**src/core/owrw_map.vh**
```
// Purpose: timing constants for the single-wire master timing engine
// Assumes: 50 MHz system clock, 20 ns period
// Notes: times in microseconds, counts derived in cycles
`ifndef OWRW_MAP_VH
`define OWRW_MAP_VH
`define OWRW_CLK_MHZ 50
`define OWRW_RST_LOW_US 511
`define OWRW_RST_LOW_MIN_US 480
`define OWRW_RECOVERY_US 512
`define OWRW_RECOVERY_MIN_US 480
`define OWRW_PRES_WAIT_MIN_US 15
`define OWRW_PRES_WAIT_MAX_US 60
`define OWRW_PRES_LOW_MAX_US 240
`define OWRW_ZERO_LOW_US 100
`define OWRW_ZERO_LOW_MIN_US 60
`define OWRW_ZERO_LOW_MAX_US 120
`define OWRW_SLOT_US 117
`define OWRW_SLOT_MAX_US 120
`define OWRW_CNT_W 15
`define OWRW_ST_IDLE 3'h0
`define OWRW_ST_RST_LOW 3'h1
`define OWRW_ST_RECOVER 3'h2
`define OWRW_ST_ZERO_LOW 3'h3
`define OWRW_ST_ZERO_REL 3'h4
`endif

```
**src/core/owrw_master.v**
```verilog
// Purpose: single-wire bus master timing for reset/presence and write-zero slots
// Assumes: open-drain line, pull-up outside; 50 MHz sys_clk
// Notes: write-one and read slots are not provided
// Notes: requests that arrive while busy are dropped without a trace
// Notes: the counter width must hold the longest count of the chosen clock
`include "owrw_map.vh"
module owrw_master #(
	parameter CLK_MHZ = `OWRW_CLK_MHZ,
	parameter RST_LOW_US = `OWRW_RST_LOW_US,
	parameter RECOVERY_US = `OWRW_RECOVERY_US
) (
	// Clock and reset
	input wire sys_clk,
	input wire sys_rst,
	// Commands, one-cycle pulses, taken only while idle
	input wire reset_req,
	input wire zero_req,
	// Status
	output reg busy,
	output reg done,
	output reg presence_detected,
	// Open-drain line
	input wire line_in,
	output reg line_out,
	output reg line_oe
);
	// Durations are worked out at integer width first and then cut to the counter width
	// on purpose; the counter holds the longest nominal count at 50 MHz with room to spare
	localparam integer RST_LOW_INT = RST_LOW_US * CLK_MHZ;
	localparam integer RECOVERY_INT = RECOVERY_US * CLK_MHZ;
	localparam integer ZERO_LOW_INT = `OWRW_ZERO_LOW_US * CLK_MHZ;
	localparam integer SLOT_INT = `OWRW_SLOT_US * CLK_MHZ;
	localparam integer ZERO_REL_INT = SLOT_INT - ZERO_LOW_INT;
	// Presence window: earliest start to latest end of a slave's pulse
	localparam integer PRES_FROM_INT = `OWRW_PRES_WAIT_MIN_US * CLK_MHZ;
	localparam integer PRES_TO_INT =
		(`OWRW_PRES_WAIT_MAX_US + `OWRW_PRES_LOW_MAX_US) * CLK_MHZ;
	localparam [`OWRW_CNT_W-1:0] RST_LOW_CYC = RST_LOW_INT[`OWRW_CNT_W-1:0];
	localparam [`OWRW_CNT_W-1:0] RECOVERY_CYC = RECOVERY_INT[`OWRW_CNT_W-1:0];
	localparam [`OWRW_CNT_W-1:0] ZERO_LOW_CYC = ZERO_LOW_INT[`OWRW_CNT_W-1:0];
	localparam [`OWRW_CNT_W-1:0] ZERO_REL_CYC = ZERO_REL_INT[`OWRW_CNT_W-1:0];
	localparam [`OWRW_CNT_W-1:0] PRES_FROM_CYC = PRES_FROM_INT[`OWRW_CNT_W-1:0];
	localparam [`OWRW_CNT_W-1:0] PRES_TO_CYC = PRES_TO_INT[`OWRW_CNT_W-1:0];
	localparam [`OWRW_CNT_W-1:0] CNT_ONE = {{(`OWRW_CNT_W-1){1'b0}}, 1'b1};
	localparam [`OWRW_CNT_W-1:0] CNT_ZERO = {`OWRW_CNT_W{1'b0}};
	// Loaded one short because the loading edge is already the first cycle of the phase
	localparam [`OWRW_CNT_W-1:0] RST_LOW_LOAD = RST_LOW_CYC - CNT_ONE;
	localparam [`OWRW_CNT_W-1:0] RECOVERY_LOAD = RECOVERY_CYC - CNT_ONE;
	localparam [`OWRW_CNT_W-1:0] ZERO_LOW_LOAD = ZERO_LOW_CYC - CNT_ONE;
	localparam [`OWRW_CNT_W-1:0] ZERO_REL_LOAD = ZERO_REL_CYC - CNT_ONE;

	// Synchronised line and request decode
	wire line_sync;
	wire line_low;
	wire is_idle;
	wire take_reset;
	wire take_zero;

	// Sequencer
	reg [2:0] state;
	reg [2:0] next_state;
	reg [`OWRW_CNT_W-1:0] count;
	reg [`OWRW_CNT_W-1:0] next_count;
	wire count_last;
	wire [`OWRW_CNT_W-1:0] count_dec;

	// Presence capture
	reg pres_seen;
	reg next_pres_seen;
	wire [`OWRW_CNT_W-1:0] elapsed;
	wire after_wait;
	wire before_end;
	wire in_window;

	// Next values of the registered outputs
	reg next_busy;
	reg next_done;
	reg next_presence;
	reg next_line_oe;

	owrw_sync u_sync (
		.sys_clk(sys_clk),
		.sys_rst(sys_rst),
		.async_in(line_in),
		.sync_out(line_sync)
	);

	assign line_low = !line_sync;

	// Requests are looked at only while idle, so a late pulse cannot stretch or cut a slot
	assign is_idle = (state == `OWRW_ST_IDLE);
	assign take_reset = is_idle && reset_req;
	// A reset request outranks a zero slot asked for in the same cycle
	assign take_zero = is_idle && !reset_req && zero_req;

	assign count_last = (count == CNT_ZERO);
	assign count_dec = count - CNT_ONE;

	// Cycles since release plus one; the two-cycle synchroniser lag is not taken off,
	// which moves the window early by 40 ns, far inside the slave's tolerance
	assign elapsed = RECOVERY_CYC - count;
	assign after_wait = (elapsed > PRES_FROM_CYC);
	assign before_end = (elapsed <= PRES_TO_CYC);
	assign in_window = (state == `OWRW_ST_RECOVER) && after_wait && before_end;

	// The counter runs down by itself; each state only decides what to load at its end
	always @* begin
		next_state = state;
		next_count = count;
		if (!count_last)
			next_count = count_dec;
		case (state)
		`OWRW_ST_IDLE: begin
			if (take_reset) begin
				next_state = `OWRW_ST_RST_LOW;
				next_count = RST_LOW_LOAD;
			end else if (take_zero) begin
				next_state = `OWRW_ST_ZERO_LOW;
				next_count = ZERO_LOW_LOAD;
			end
		end

		`OWRW_ST_RST_LOW: begin
			// Release and start timing the recovery on the same edge
			if (count_last) begin
				next_state = `OWRW_ST_RECOVER;
				next_count = RECOVERY_LOAD;
			end
		end

		`OWRW_ST_RECOVER: begin
			// No slot may start before the recovery count has run out
			if (count_last)
				next_state = `OWRW_ST_IDLE;
		end

		`OWRW_ST_ZERO_LOW: begin
			// Low time and slot length are both fixed, so both stay inside their limits
			if (count_last) begin
				next_state = `OWRW_ST_ZERO_REL;
				next_count = ZERO_REL_LOAD;
			end
		end

		`OWRW_ST_ZERO_REL: begin
			if (count_last)
				next_state = `OWRW_ST_IDLE;
		end

		default: begin
			next_state = `OWRW_ST_IDLE;
			next_count = CNT_ZERO;
		end
		endcase
	end

	// Presence is gathered over the whole window and cleared as each reset release begins
	always @* begin
		next_pres_seen = pres_seen;
		if (state == `OWRW_ST_RST_LOW && count_last)
			next_pres_seen = 1'b0;
		else if (in_window && line_low)
			next_pres_seen = 1'b1;
	end

	always @* begin
		next_busy = (next_state != `OWRW_ST_IDLE);
		next_done = !is_idle && (next_state == `OWRW_ST_IDLE);
		// Driven only while a low phase runs; release leaves the line to the pull-up
		next_line_oe = (next_state == `OWRW_ST_RST_LOW)
			|| (next_state == `OWRW_ST_ZERO_LOW);
		next_presence = presence_detected;
		// Flag updates once the recovery ends so the reader sees a settled answer
		if (state == `OWRW_ST_RECOVER && count_last)
			next_presence = next_pres_seen;
	end

	// Sequencer state; reset returns it to idle with the counter cleared
	always @(posedge sys_clk) begin
		if (sys_rst) begin
			state <= `OWRW_ST_IDLE;
			count <= CNT_ZERO;
			pres_seen <= 1'b0;
		end else begin
			state <= next_state;
			count <= next_count;
			pres_seen <= next_pres_seen;
		end
	end

	// Every output comes straight from a flip-flop so pin timing does not hang on decode
	always @(posedge sys_clk) begin
		if (sys_rst) begin
			busy <= 1'b0;
			done <= 1'b0;
			presence_detected <= 1'b0;
			line_oe <= 1'b0;
		end else begin
			busy <= next_busy;
			done <= next_done;
			presence_detected <= next_presence;
			line_oe <= next_line_oe;
		end
	end

	// The line is only ever pulled low; the drive value sits high through reset
	always @(posedge sys_clk) begin
		if (sys_rst)
			line_out <= 1'b1;
		else
			line_out <= 1'b0;
	end
endmodule

```
**src/core/owrw_sync.v**
```verilog
// Purpose: two flip-flop synchroniser for the line input
// Assumes: input is asynchronous to sys_clk
// Notes: resets to the idle (high) line level
module owrw_sync (
	// Clock and reset
	input wire sys_clk,
	input wire sys_rst,
	// Data
	input wire async_in,
	output reg sync_out
);
	reg stage1;

	always @(posedge sys_clk) begin
		if (sys_rst) begin
			stage1 <= 1'b1;
			sync_out <= 1'b1;
		end else begin
			stage1 <= async_in;
			sync_out <= stage1;
		end
	end
endmodule

```
**config.mk**
```make
export PLATFORM = sky130hd
export DESIGN_NAME = owrw_master
export DESIGN_NICKNAME = d
export VERILOG_FILES = /design/src/core/owrw_master.v /design/src/core/owrw_sync.v
export VERILOG_INCLUDE_DIRS = /design/src /design/src/core
export SDC_FILE = /design/constraint.sdc
export NUM_CORES = 1
export LEC_CHECK = 0
export ABC_CLOCK_PERIOD_IN_PS = 2750
export BUFFER_PORTS_ARGS = -buffer_cell sky130_fd_sc_hd__buf_2
export CORE_AREA = 2 2 66 68
export CTS_BUF_LIST = sky130_fd_sc_hd__clkbuf_8
export CTS_CLUSTER_SIZE = 40
export DETAILED_ROUTE_END_ITERATION = 12
export DIE_AREA = 0 0 68 70
export PLACE_DENSITY = 0.67
export RECOVER_POWER = 100
export SYNTH_ARGS = -nofsm -noshare
export SYNTH_HDL_FRONTEND = slang
export SYNTH_HIERARCHICAL = 1
export SYNTH_SLANG_ARGS = --single-unit
```
**constraint.sdc**
```tcl
create_clock -name sys_clk -period 2.75 [get_ports sys_clk]
set_input_delay 0.825 -clock sys_clk [delete_from_list [all_inputs] [get_ports sys_clk]]
set_output_delay 0.825 -clock sys_clk [all_outputs]
set_load 0.02 [all_outputs]
```
==> results by group, run 1 <==
GRT
  – Total grt overflow: 0
  – First-pass GRT wire length: 7780 µm
  – Number of global-route vias before repair: 1,683
  – Largest net degree at the start of global routing: 21
  – Antenna violations before repair: 0
  – Total GRT Usage: 20.8%

Pwr
  – Flop pwr share: 37.8%
  – Total power: 1.33 mW
  – Switch share: 40.2%
  – VDD IR max: 0.309 mV
  – Comb pwr share: 43.7%
  – Clock power share: 18.4%
  – Switching power: 535 µW
  – Leakage: 0.728 nW
  – Pint: 795 µW
  – P per Cell Area: 647 mW/mm²

Finish
  – Final core utilization: 49.6%
  – Nets@finish: 275
  – Most frequent cells in the layout: 32 x a21oi_1, 27 x nor2_1, 26 x dfxtp_1
  – # fillers: 411
  – Most common cell after layout, fill and taps aside: a21oi_1
  – Layout cell share with drive strength beyond 1: 12.4%
  – Area grow syn2layout: 6.69%
  – # diodes: 0

Timing
  – Maximum clock frequency: 431 MHz
  – Final Hold Viols: 0
  – Slew Viols, Final: 0
  – Final clock skew: 0.00467 ns
  – Worst-Margin Slew: 0.655 ns
  – Unrepaired setup endpoints after global routing: no
  – Final period util: 84.4%
  – Sum Neg Setup Slack: 0 ns
  – Tmin final: 2.32 ns
  – WHS: 0.411 ns
  – Max-slew headroom: 56.3%
  – Final setup fails: 0

Logic synthesis
  – Post-synth cell types: 54
  – Sequential fraction of the synthesis area: 27.0%
  – Ys Warns: 6
  – Post-Syn Area per Cell: 7.24 µm²
  – Synthesized instance count: 266
  – Top FF cell, synth: dfxtp_1
  – Synth Register Bits: 26
  – FFs w/ async S/R, synth: 0%
  – Synthesized area: 0.00193 mm²
  – Post-Syn Nets: 274
  – Number of synthesized flops with an enable pin: 0

Setup path
  – Worst setup EP type: flop
  – Reg2reg start: count[0]
  – Flop-to-flop setup slack: 0.43 ns
  – Crit Path Class: flop to flop
  – Setup crit start kind: flop
  – WP data arrival: 2.48 ns
  – Reg2Reg Depth: 10
  – CP Max Fanout: 8
  – WP data required: 2.91 ns
  – FF-to-FF End: pres_seen

Hold path
  – Worst Hold Depth: 1
  – Hold Path Class: flop to flop
  – Hold_sp: u_sync/stage1
  – Hold worst-path end: u_sync/sync_out

Floorplanning
  – Die width: 68 µm
  – Row count: 24
  – Io pins: 10
  – Die ar.: 0.00476 mm²
  – Starting density of the core: 46.5%
  – Core Area: 0.00414 mm²
  – Die Y: 70 µm

Flow run
  – MaxCap Viol Count: 0

CTS
  – Setup Fix Bufs, Post-CTS: 0
  – H-tree depth: 1
  – Worst-Skew Late Latency: 0.27 ns
  – CTS buffer count: 3
  – Clock sinks: 26
  – CTS tree: yes
  – Clock root cell: clkbuf_8
  – Post-CTS Hold Buffers: 0
  – Post_cts resized: 0
  – Clock slew at reported path FFs: 0.09 ns
  – Maximum root-to-sink buffer count: 2

Place
  – GPL Wtd Cong: 0.838
  – Detailed Place HPWL: 3450 µm
  – PortBufs: 9

Detailed routing
  – Vias: 1,925
  – Drt pass-1 iters: 4
  – Drt wl/cell: 15.1 µm
  – Final wirelength: 4790 µm
  – Vias/cell: 6.05
  – Initial DRC Count: 211
  – DRT antenna net count: 0
  – DR DRC count: 0

Outcome
  – Status: finished clean
-- synthesized netlist by cell type, types with 4 or more instances --
library cell	count	area share, %
a211oi_1	4	1.6
a21oi_1	32	8.3
a31oi_1	4	1.3
buf_2	5	1.3
clkbuf_1	15	2.9
dfxtp_1	26	27
inv_1	10	1.9
nand2_1	17	3.3
nand2b_1	5	1.6
nand3_1	10	2.6
nand4_1	7	2.3
nor2_1	27	5.3
nor2b_1	5	1.6
nor3_1	10	2.6
nor4_1	4	1.3
o21ai_0	18	4.7
or4_1	4	1.6
xnor2_1	10	4.5
-- kinds of logic after synthesis --
| kind of cell | after synthesis | share of synthesized area, % |
|---|---|---|
| XOR/XNOR | 11 | 5.00 |
| buffers and inverters | 34 | 7.73 |
| adder cells (fa/ha/maj) | 3 | 1.95 |
| flip-flops | 26 | 27.0 |
| AND/OR/NAND/NOR | 110 | 31.8 |
| AO/OA/AOI/OAI | 81 | 25.9 |
| multiplexers | 1 | 0.585 |
-- power groups by stage --
stage | clock [mW] | sequential (mW) | combinational, mW
6_report | 0.245 | 0.503 | 0.582
5_1_grt | 0.267 | 0.512 | 0.643
4_1_cts | 0.250 | 0.502 | 0.581
3_5_place_dp | 0 | 0.511 | 0.577
3_3_place_gp | 0 | 0.511 | 0.575
2_1_floorplan | 0 | 0.461 | 0.493
-- final cells by class --
cell class              count  area, µm²  share of cell area [%]
repair buffers             20        120                    5.85
flip-flops and latches     26        520                    25.3
well taps                  52       65.1                    3.17
clock buffers               4       55.1                    2.68
multi-input cells         206       1260                    61.1
inverters                  10       37.5                    1.83
-- state kept, by name, summed over array words and instances, names as in the netlist --
signal,count
count,15
state,3
busy,1
done,1
line_oe,1
line_out,1
pres_seen,1
presence_detected,1
u_sync/stage1,1
u_sync/sync_out,1
-- worst max-delay path: stages (launching register included) --
cell      delay, ns
dfxtp_1        0.32
inv_1          0.07
ha_1           0.16
nor3b_4        0.25
buf_4          0.21
nand2_4        0.08
or4_1          0.46
a32oi_1        0.19
o311ai_0       0.15
nor3_1         0.23
o31ai_1        0.10
-- metal layers --
metal	routed length, µm	GRT usage [%]
met2	2320	33.5
met4	88	8.22
met1	2220	28.2
met3	165	1.93
met5	0	0
-- stage by stage --
| stage | setup WS [ns] | cells | cell area [µm²] |
|---|---|---|---|
| floorplan | 0.451 | 266 | 1930 |
| global placement | 0.539 | 314 | 2010 |
| detailed placement | 0.462 | 314 | 2010 |
| CTS | 0.449 | 318 | 2070 |
| global route | 0.257 | 318 | 2050 |
| finish | 0.428 | 318 | 2050 |
-- worst max-delay path by stage --
stage / start / to / slack [ns] / cells after the start
after floorplan: count[1] / pres_seen / 0.45 / 11
after global placement: count[4] / pres_seen / 0.54 / 8
after detailed placement: count[0] / pres_seen / 0.46 / 10
after CTS: count[0] / pres_seen / 0.45 / 10
after global routing: count[8] / pres_seen / 0.26 / 7
final: count[0] / pres_seen / 0.43 / 10
No activity file was read; power rests on OpenSTA's default activity.
==> run 2: changes to the inputs <==
--- a/config.mk
+++ b/config.mk
@@ -6,14 +6,14 @@
 export SDC_FILE = /design/constraint.sdc
 export NUM_CORES = 1
 export LEC_CHECK = 0
-export ABC_CLOCK_PERIOD_IN_PS = 2750
+export ABC_CLOCK_PERIOD_IN_PS = 1900
 export BUFFER_PORTS_ARGS = -buffer_cell sky130_fd_sc_hd__buf_2
 export CORE_AREA = 2 2 66 68
 export CTS_BUF_LIST = sky130_fd_sc_hd__clkbuf_8
 export CTS_CLUSTER_SIZE = 40
 export DETAILED_ROUTE_END_ITERATION = 12
 export DIE_AREA = 0 0 68 70
-export PLACE_DENSITY = 0.67
+export PLACE_DENSITY = 0.69
 export RECOVER_POWER = 100
 export SYNTH_ARGS = -nofsm -noshare
 export SYNTH_HDL_FRONTEND = slang
==> constraint.sdc (replaced) <==
create_clock -name sys_clk -period 1.9 [get_ports sys_clk]
set_input_delay 0.57 -clock sys_clk [delete_from_list [all_inputs] [get_ports sys_clk]]
set_output_delay 0.57 -clock sys_clk [all_outputs]
set_load 0.02 [all_outputs]
==> results by group, run 2 (synthesis gave the netlist of run 1 again) <==
Outcome
  – Status: finished, violations left
  – Failing checks: negative setup slack

Floorplanning
  – Core Area: 0.00414 mm²
  – Die width: 68 µm
  – Io pins: 10
  – Row count: 24
  – Die Y: 70 µm
  – Starting density of the core: 46.5%
  – Die ar.: 0.00476 mm²

Detailed routing
  – Vias: 2,163
  – Drt wl/cell: 14.9 µm
  – Initial DRC Count: 133
  – Vias/cell: 5.83
  – DRT antenna net count: 0
  – Drt pass-1 iters: 5
  – DR DRC count: 0
  – Final wirelength: 5520 µm

Setup path
  – CP max stage delay: 0.41 ns
  – Reg2Reg Depth: 10
  – Worst Path Buf+Inv: 2
  – FF-to-FF End: pres_seen
  – WP data required: 2.07 ns
  – Worst setup EP type: flop
  – CP Max Fanout: 5
  – WP data arrival: 2.31 ns
  – Reg2reg start: count[1]
  – Cell breakdown of the critical path: inv_2 > ha_4 > nor3b_4 > buf_6 > nand2_4 > or4_1 > a32oi_1 > o311ai_1 > nor3_1 > o31ai_1
  – Worst path slowest cell: or4_1
  – Delay-heaviest family, CP: simple AND/OR/NAND/NOR gates
  – Crit Path Class: flop to flop
  – Flop-to-flop setup slack: -0.24 ns
  – Setup crit start kind: flop

Timing
  – Worst-Margin Slew: 0.596 ns
  – Max-slew headroom: 60.0%
  – Slew Viols, Final: 0
  – Sum Neg Setup Slack: -1.71 ns
  – Final period util: 113%
  – Final Hold Viols: 0
  – Unrepaired setup endpoints after global routing: yes
  – Maximum clock frequency: 467 MHz
  – Tmin final: 2.14 ns
  – Final clock skew: 0.00671 ns
  – Fin worst setup slack: -0.241 ns
  – Final setup fails: 14
  – WHS: 0.421 ns

Finish
  – Most common cell after layout, fill and taps aside: buf_4
  – Area grow syn2layout: 37.6%
  – Max FFs per register: 15
  – # diodes: 0
  – Most frequent cells in the layout: 56 x buf_4, 26 x nor2_1, 24 x a21oi_1
  – # fillers: 331
  – Nets@finish: 329
  – Largest registers: count: 15 flops, state: 3 flops
  – Final core utilization: 63.9%
  – Layout cell share with drive strength beyond 1: 37.0%
  – Post-Layout Cell Count: 371
  – Finished Cell Area: 0.00265 mm²
  – Largest Register: count

GRT
  – First-pass GRT wire length: 9180 µm
  – Largest net degree at the start of global routing: 16
  – Number of global-route vias before repair: 2,000
  – Total grt overflow: 0
  – Antenna violations before repair: 0
  – Total GRT Usage: 24.9%

Hold path
  – Hold Path Class: flop to flop
  – Hold_sp: u_sync/stage1
  – Worst Hold Depth: 1
  – Hold worst-path end: u_sync/sync_out

CTS
  – Clock root cell: clkbuf_8
  – Maximum root-to-sink buffer count: 2
  – Worst-Skew Late Latency: 0.27 ns
  – CTS buffer count: 3
  – Clock slew at reported path FFs: 0.09 ns
  – CTS tree: yes
  – H-tree depth: 1
  – Clock sinks: 26

Flow run
  – MaxCap Viol Count: 0

Place
  – GPL Wtd Cong: 0.877
  – PortBufs: 9
  – Detailed Place HPWL: 4000 µm
  – Placed cells: 355
  – Pre-CTS setup slack: -0.260 ns
  – Placed inst area: 0.00237 mm²

Pwr
  – Total power: 2.29 mW
  – VDD IR max: 0.540 mV
  – P per Cell Area: 864 mW/mm²
  – Leakage: 1.05 nW
[run 2: cell types whose count changed in the layout (fill, tap and decap cells not counted), sizes merged]
cell  before  now
buf       14   67
[run 2: repair_timing]
item | CTS | global route
gates resized for setup | 25 | 13
pin swaps | 19 | 4
hold buffers | 0 | 0
setup endpoints to repair | 20 | 21
buffers inserted | 6 | 6
gates cloned | 1 | 0
[run 2: per-layer routing]
metal	vias to the layer above	share of wire [%]	wire (µm)	track usage, %
li1	1071	-	-	-
met1	998	43	2380	32.6
met4	0	2.2	124	11.1
met2	84	49	2700	40.8
met3	10	5.7	317	2.25
met5	-	0	0	0
[run 2: final cells by class]
cell class	instances	area [µm²]	area share, %
Clock buffer	3	41.3	1.56
Inverter	10	37.5	1.42
Timing Repair Buffer	74	562	21.2
Tap cell	52	65.1	2.46
Sequential cell	26	527	19.9
Multi-Input combinational cell	206	1420	53.5
[run 2: how the worst max path moves through the flow]
stage,startpoint,end,cells past startpoint
floorplan,count[1],pres_seen,11
global placement,count[0],pres_seen,9
detailed placement,count[0],pres_seen,9
CTS,count[1],pres_seen,9
global route,count[1],pres_seen,10
finish,count[1],pres_seen,10
[run 2: where the power goes]
group | switching (mW) | internal [mW] | total (mW)
sequential | 0.0767 | 0.611 | 0.688
clock | 0.168 | 0.142 | 0.310
combinational | 0.662 | 0.629 | 1.29
total | 0.907 | 1.38 | 2.29
==> run 3: changes to the inputs <==
--- a/config.mk
+++ b/config.mk
@@ -7,7 +7,7 @@
 export NUM_CORES = 1
 export LEC_CHECK = 0
 export ABC_CLOCK_PERIOD_IN_PS = 1900
-export BUFFER_PORTS_ARGS = -buffer_cell sky130_fd_sc_hd__buf_2
+export BUFFER_PORTS_ARGS = -buffer_cell sky130_fd_sc_hd__buf_4
 export CORE_AREA = 2 2 66 68
 export CTS_BUF_LIST = sky130_fd_sc_hd__clkbuf_8
 export CTS_CLUSTER_SIZE = 40
==> results by group, run 3 (synthesis gave the netlist of run 1 again) <==
Outcome
  – Status: finished, violations left
  – Failing checks: negative setup slack

CTS
  – H-tree depth: 1
  – Clock root cell: clkbuf_8
  – Post-CTS Hold Buffers: 0
  – Clock sinks: 26
  – CTS tree: yes
  – CTS buffer count: 3
  – Worst-Skew Late Latency: 0.28 ns
  – Clock slew at reported path FFs: 0.09 ns
  – Maximum root-to-sink buffer count: 2

Finish
  – Layout cell share with drive strength beyond 1: 41.9%
  – Post-Layout Cell Count: 372
  – Finished Cell Area: 0.00278 mm²
  – Most frequent cells in the layout: 55 x buf_4, 23 x nor2_1, 23 x dfxtp_1
  – Max FFs per register: 15
  – # diodes: 0
  – Area grow syn2layout: 44.2%
  – Nets@finish: 329
  – Most common cell after layout, fill and taps aside: buf_4
  – Largest Register: count
  – Largest registers: count: 15 flops, state: 3 flops

Floorplanning
  – Starting density of the core: 46.5%
  – Die width: 68 µm
  – Die Y: 70 µm
  – Die ar.: 0.00476 mm²
  – Core Area: 0.00414 mm²
  – Row count: 24
  – Io pins: 10

Timing
  – Tmin final: 2.15 ns
  – Final period util: 113%
  – Final setup fails: 20
  – Worst-Margin Slew: 0.657 ns
  – Final Hold Viols: 0
  – Unrepaired setup endpoints after global routing: yes
  – Max-slew headroom: 56.1%
  – Maximum clock frequency: 466 MHz
  – Final clock skew: 0.00718 ns
  – Slew Viols, Final: 0
  – Fin worst setup slack: -0.245 ns

Setup path
  – Crit Path Class: flop to flop
  – Worst Path Buf+Inv: 0
  – Flop-to-flop setup slack: -0.25 ns
  – CP max stage delay: 0.56 ns
  – Reg2Reg Depth: 7
  – FF-to-FF End: pres_seen
  – Setup crit start kind: flop
  – Delay-heaviest family, CP: simple AND/OR/NAND/NOR gates
  – Worst setup EP type: flop
  – Worst setup path startpoint: count[1]
  – Reg2reg start: count[1]
  – Worst Setup EP: pres_seen
  – CP Max Fanout: 5
  – WP data required: 2.10 ns
  – Cell breakdown of the critical path: or4_4 > or4_4 > o21ai_2 > a21oi_2 > o211ai_2 > a21oi_2 > o31ai_1
  – Levels on crit path: 7
  – WP data arrival: 2.35 ns
  – Worst path slowest cell: or4_4

Detailed routing
  – Vias/cell: 6.02
  – Final wirelength: 6440 µm
  – Met2 WL post-DR: 3310 µm
  – DRT antenna net count: 0
  – Initial DRC Count: 199
  – Drt wl/cell: 17.3 µm
  – DR DRC count: 0
  – M1 wire length: 2720 µm
  – DR top layer: met4
  – DR WL met3: 306 µm
  – Drt pass-1 iters: 5
  – Vias: 2,241

GRT
  – Antenna violations before repair: 0
  – Number of global-route vias before repair: 2,079
  – Largest net degree at the start of global routing: 16
  – First-pass GRT wire length: 9990 µm
  – Total GRT Usage: 27.1%
  – Total grt overflow: 0

Pwr
  – Total power: 2.52 mW
  – P per Cell Area: 907 mW/mm²
  – Leakage: 1.07 nW
  – VDD IR max: 0.689 mV

Place
  – Placed cells: 355
  – PortBufs: 9
  – GPL Wtd Cong: 0.889
  – Placed inst area: 0.00240 mm²
  – Detailed Place HPWL: 4180 µm

Hold path
  – Hold Path Class: flop to flop

Flow run
  – MaxCap Viol Count: 0
[run 3: changes by cell type in the layout (fill, tap and decap cells not counted), moves of 2 or more]
cell     previous run  this run
nor2_1             26        23
o21ai_2             1         6
a21oi_1            24        22
a21oi_2             7        10
nand2_1            15        13
nor4_2              0         2
o21ai_1             8         3
buf_6               7        13
buf_2               3         0
nor4_1              3         1
nor2_2              1         4
[run 3: report_power, final]
group	total, mW	internal (mW)	switching, mW	leakage [nW]
Clock	0.464	0.282	0.182	0.0357
Combinational	1.38	0.646	0.731	0.820
Sequential	0.678	0.611	0.0674	0.216
Total	2.52	1.54	0.981	1.07
[run 3: worst min-delay path by stage]
stage	end	cells after the start	start
after floorplan	u_sync/sync_out	1	u_sync/stage1
after global placement	u_sync/sync_out	1	u_sync/stage1
after detailed placement	u_sync/sync_out	1	u_sync/stage1
after CTS	u_sync/sync_out	1	u_sync/stage1
after global routing	u_sync/sync_out	1	u_sync/stage1
final	u_sync/sync_out	1	u_sync/stage1
[run 3: per-layer routing]
metal	GRT usage, %	vias up
li1	-	1076
met1	37.1	1076
met2	44.2	77
met3	3.54	12
met4	7.11	0
met5	0	-
[run 3: per-stage QoR]
step | hold WS [ns] | setup WS, ns | TNS (ns) | util [%]
after floorplan | 0.385 | -0.298 | -3.28 | -
after global placement | 0.389 | -0.250 | -1.89 | 57.8
after detailed placement | 0.398 | -0.257 | -2.65 | 57.8
after CTS | 0.423 | -0.206 | -0.824 | 63.0
after global routing | 0.440 | -0.389 | -4.85 | 67.0
final | 0.419 | -0.245 | -2.50 | 67.0
[run 3: area by class of cell]
| type | count | area [µm²] |
|---|---|---|
| multi-input cells | 206 | 1500 |
| fillers | 329 | 1370 |
| clock buffers | 3 | 41.3 |
| well taps | 52 | 65.1 |
| clock inverters | 1 | 30.0 |
| inverters | 10 | 37.5 |
| flip-flops and latches | 26 | 527 |
| repair buffers | 74 | 582 |
[run 3: what timing repair did]
item	4_1_cts	5_1_grt
gates cloned	1	1
buffers inserted	4	8
setup endpoints to repair	22	18
resized for setup	27	39
pin swaps	19	19
hold endpoints to repair	0	0
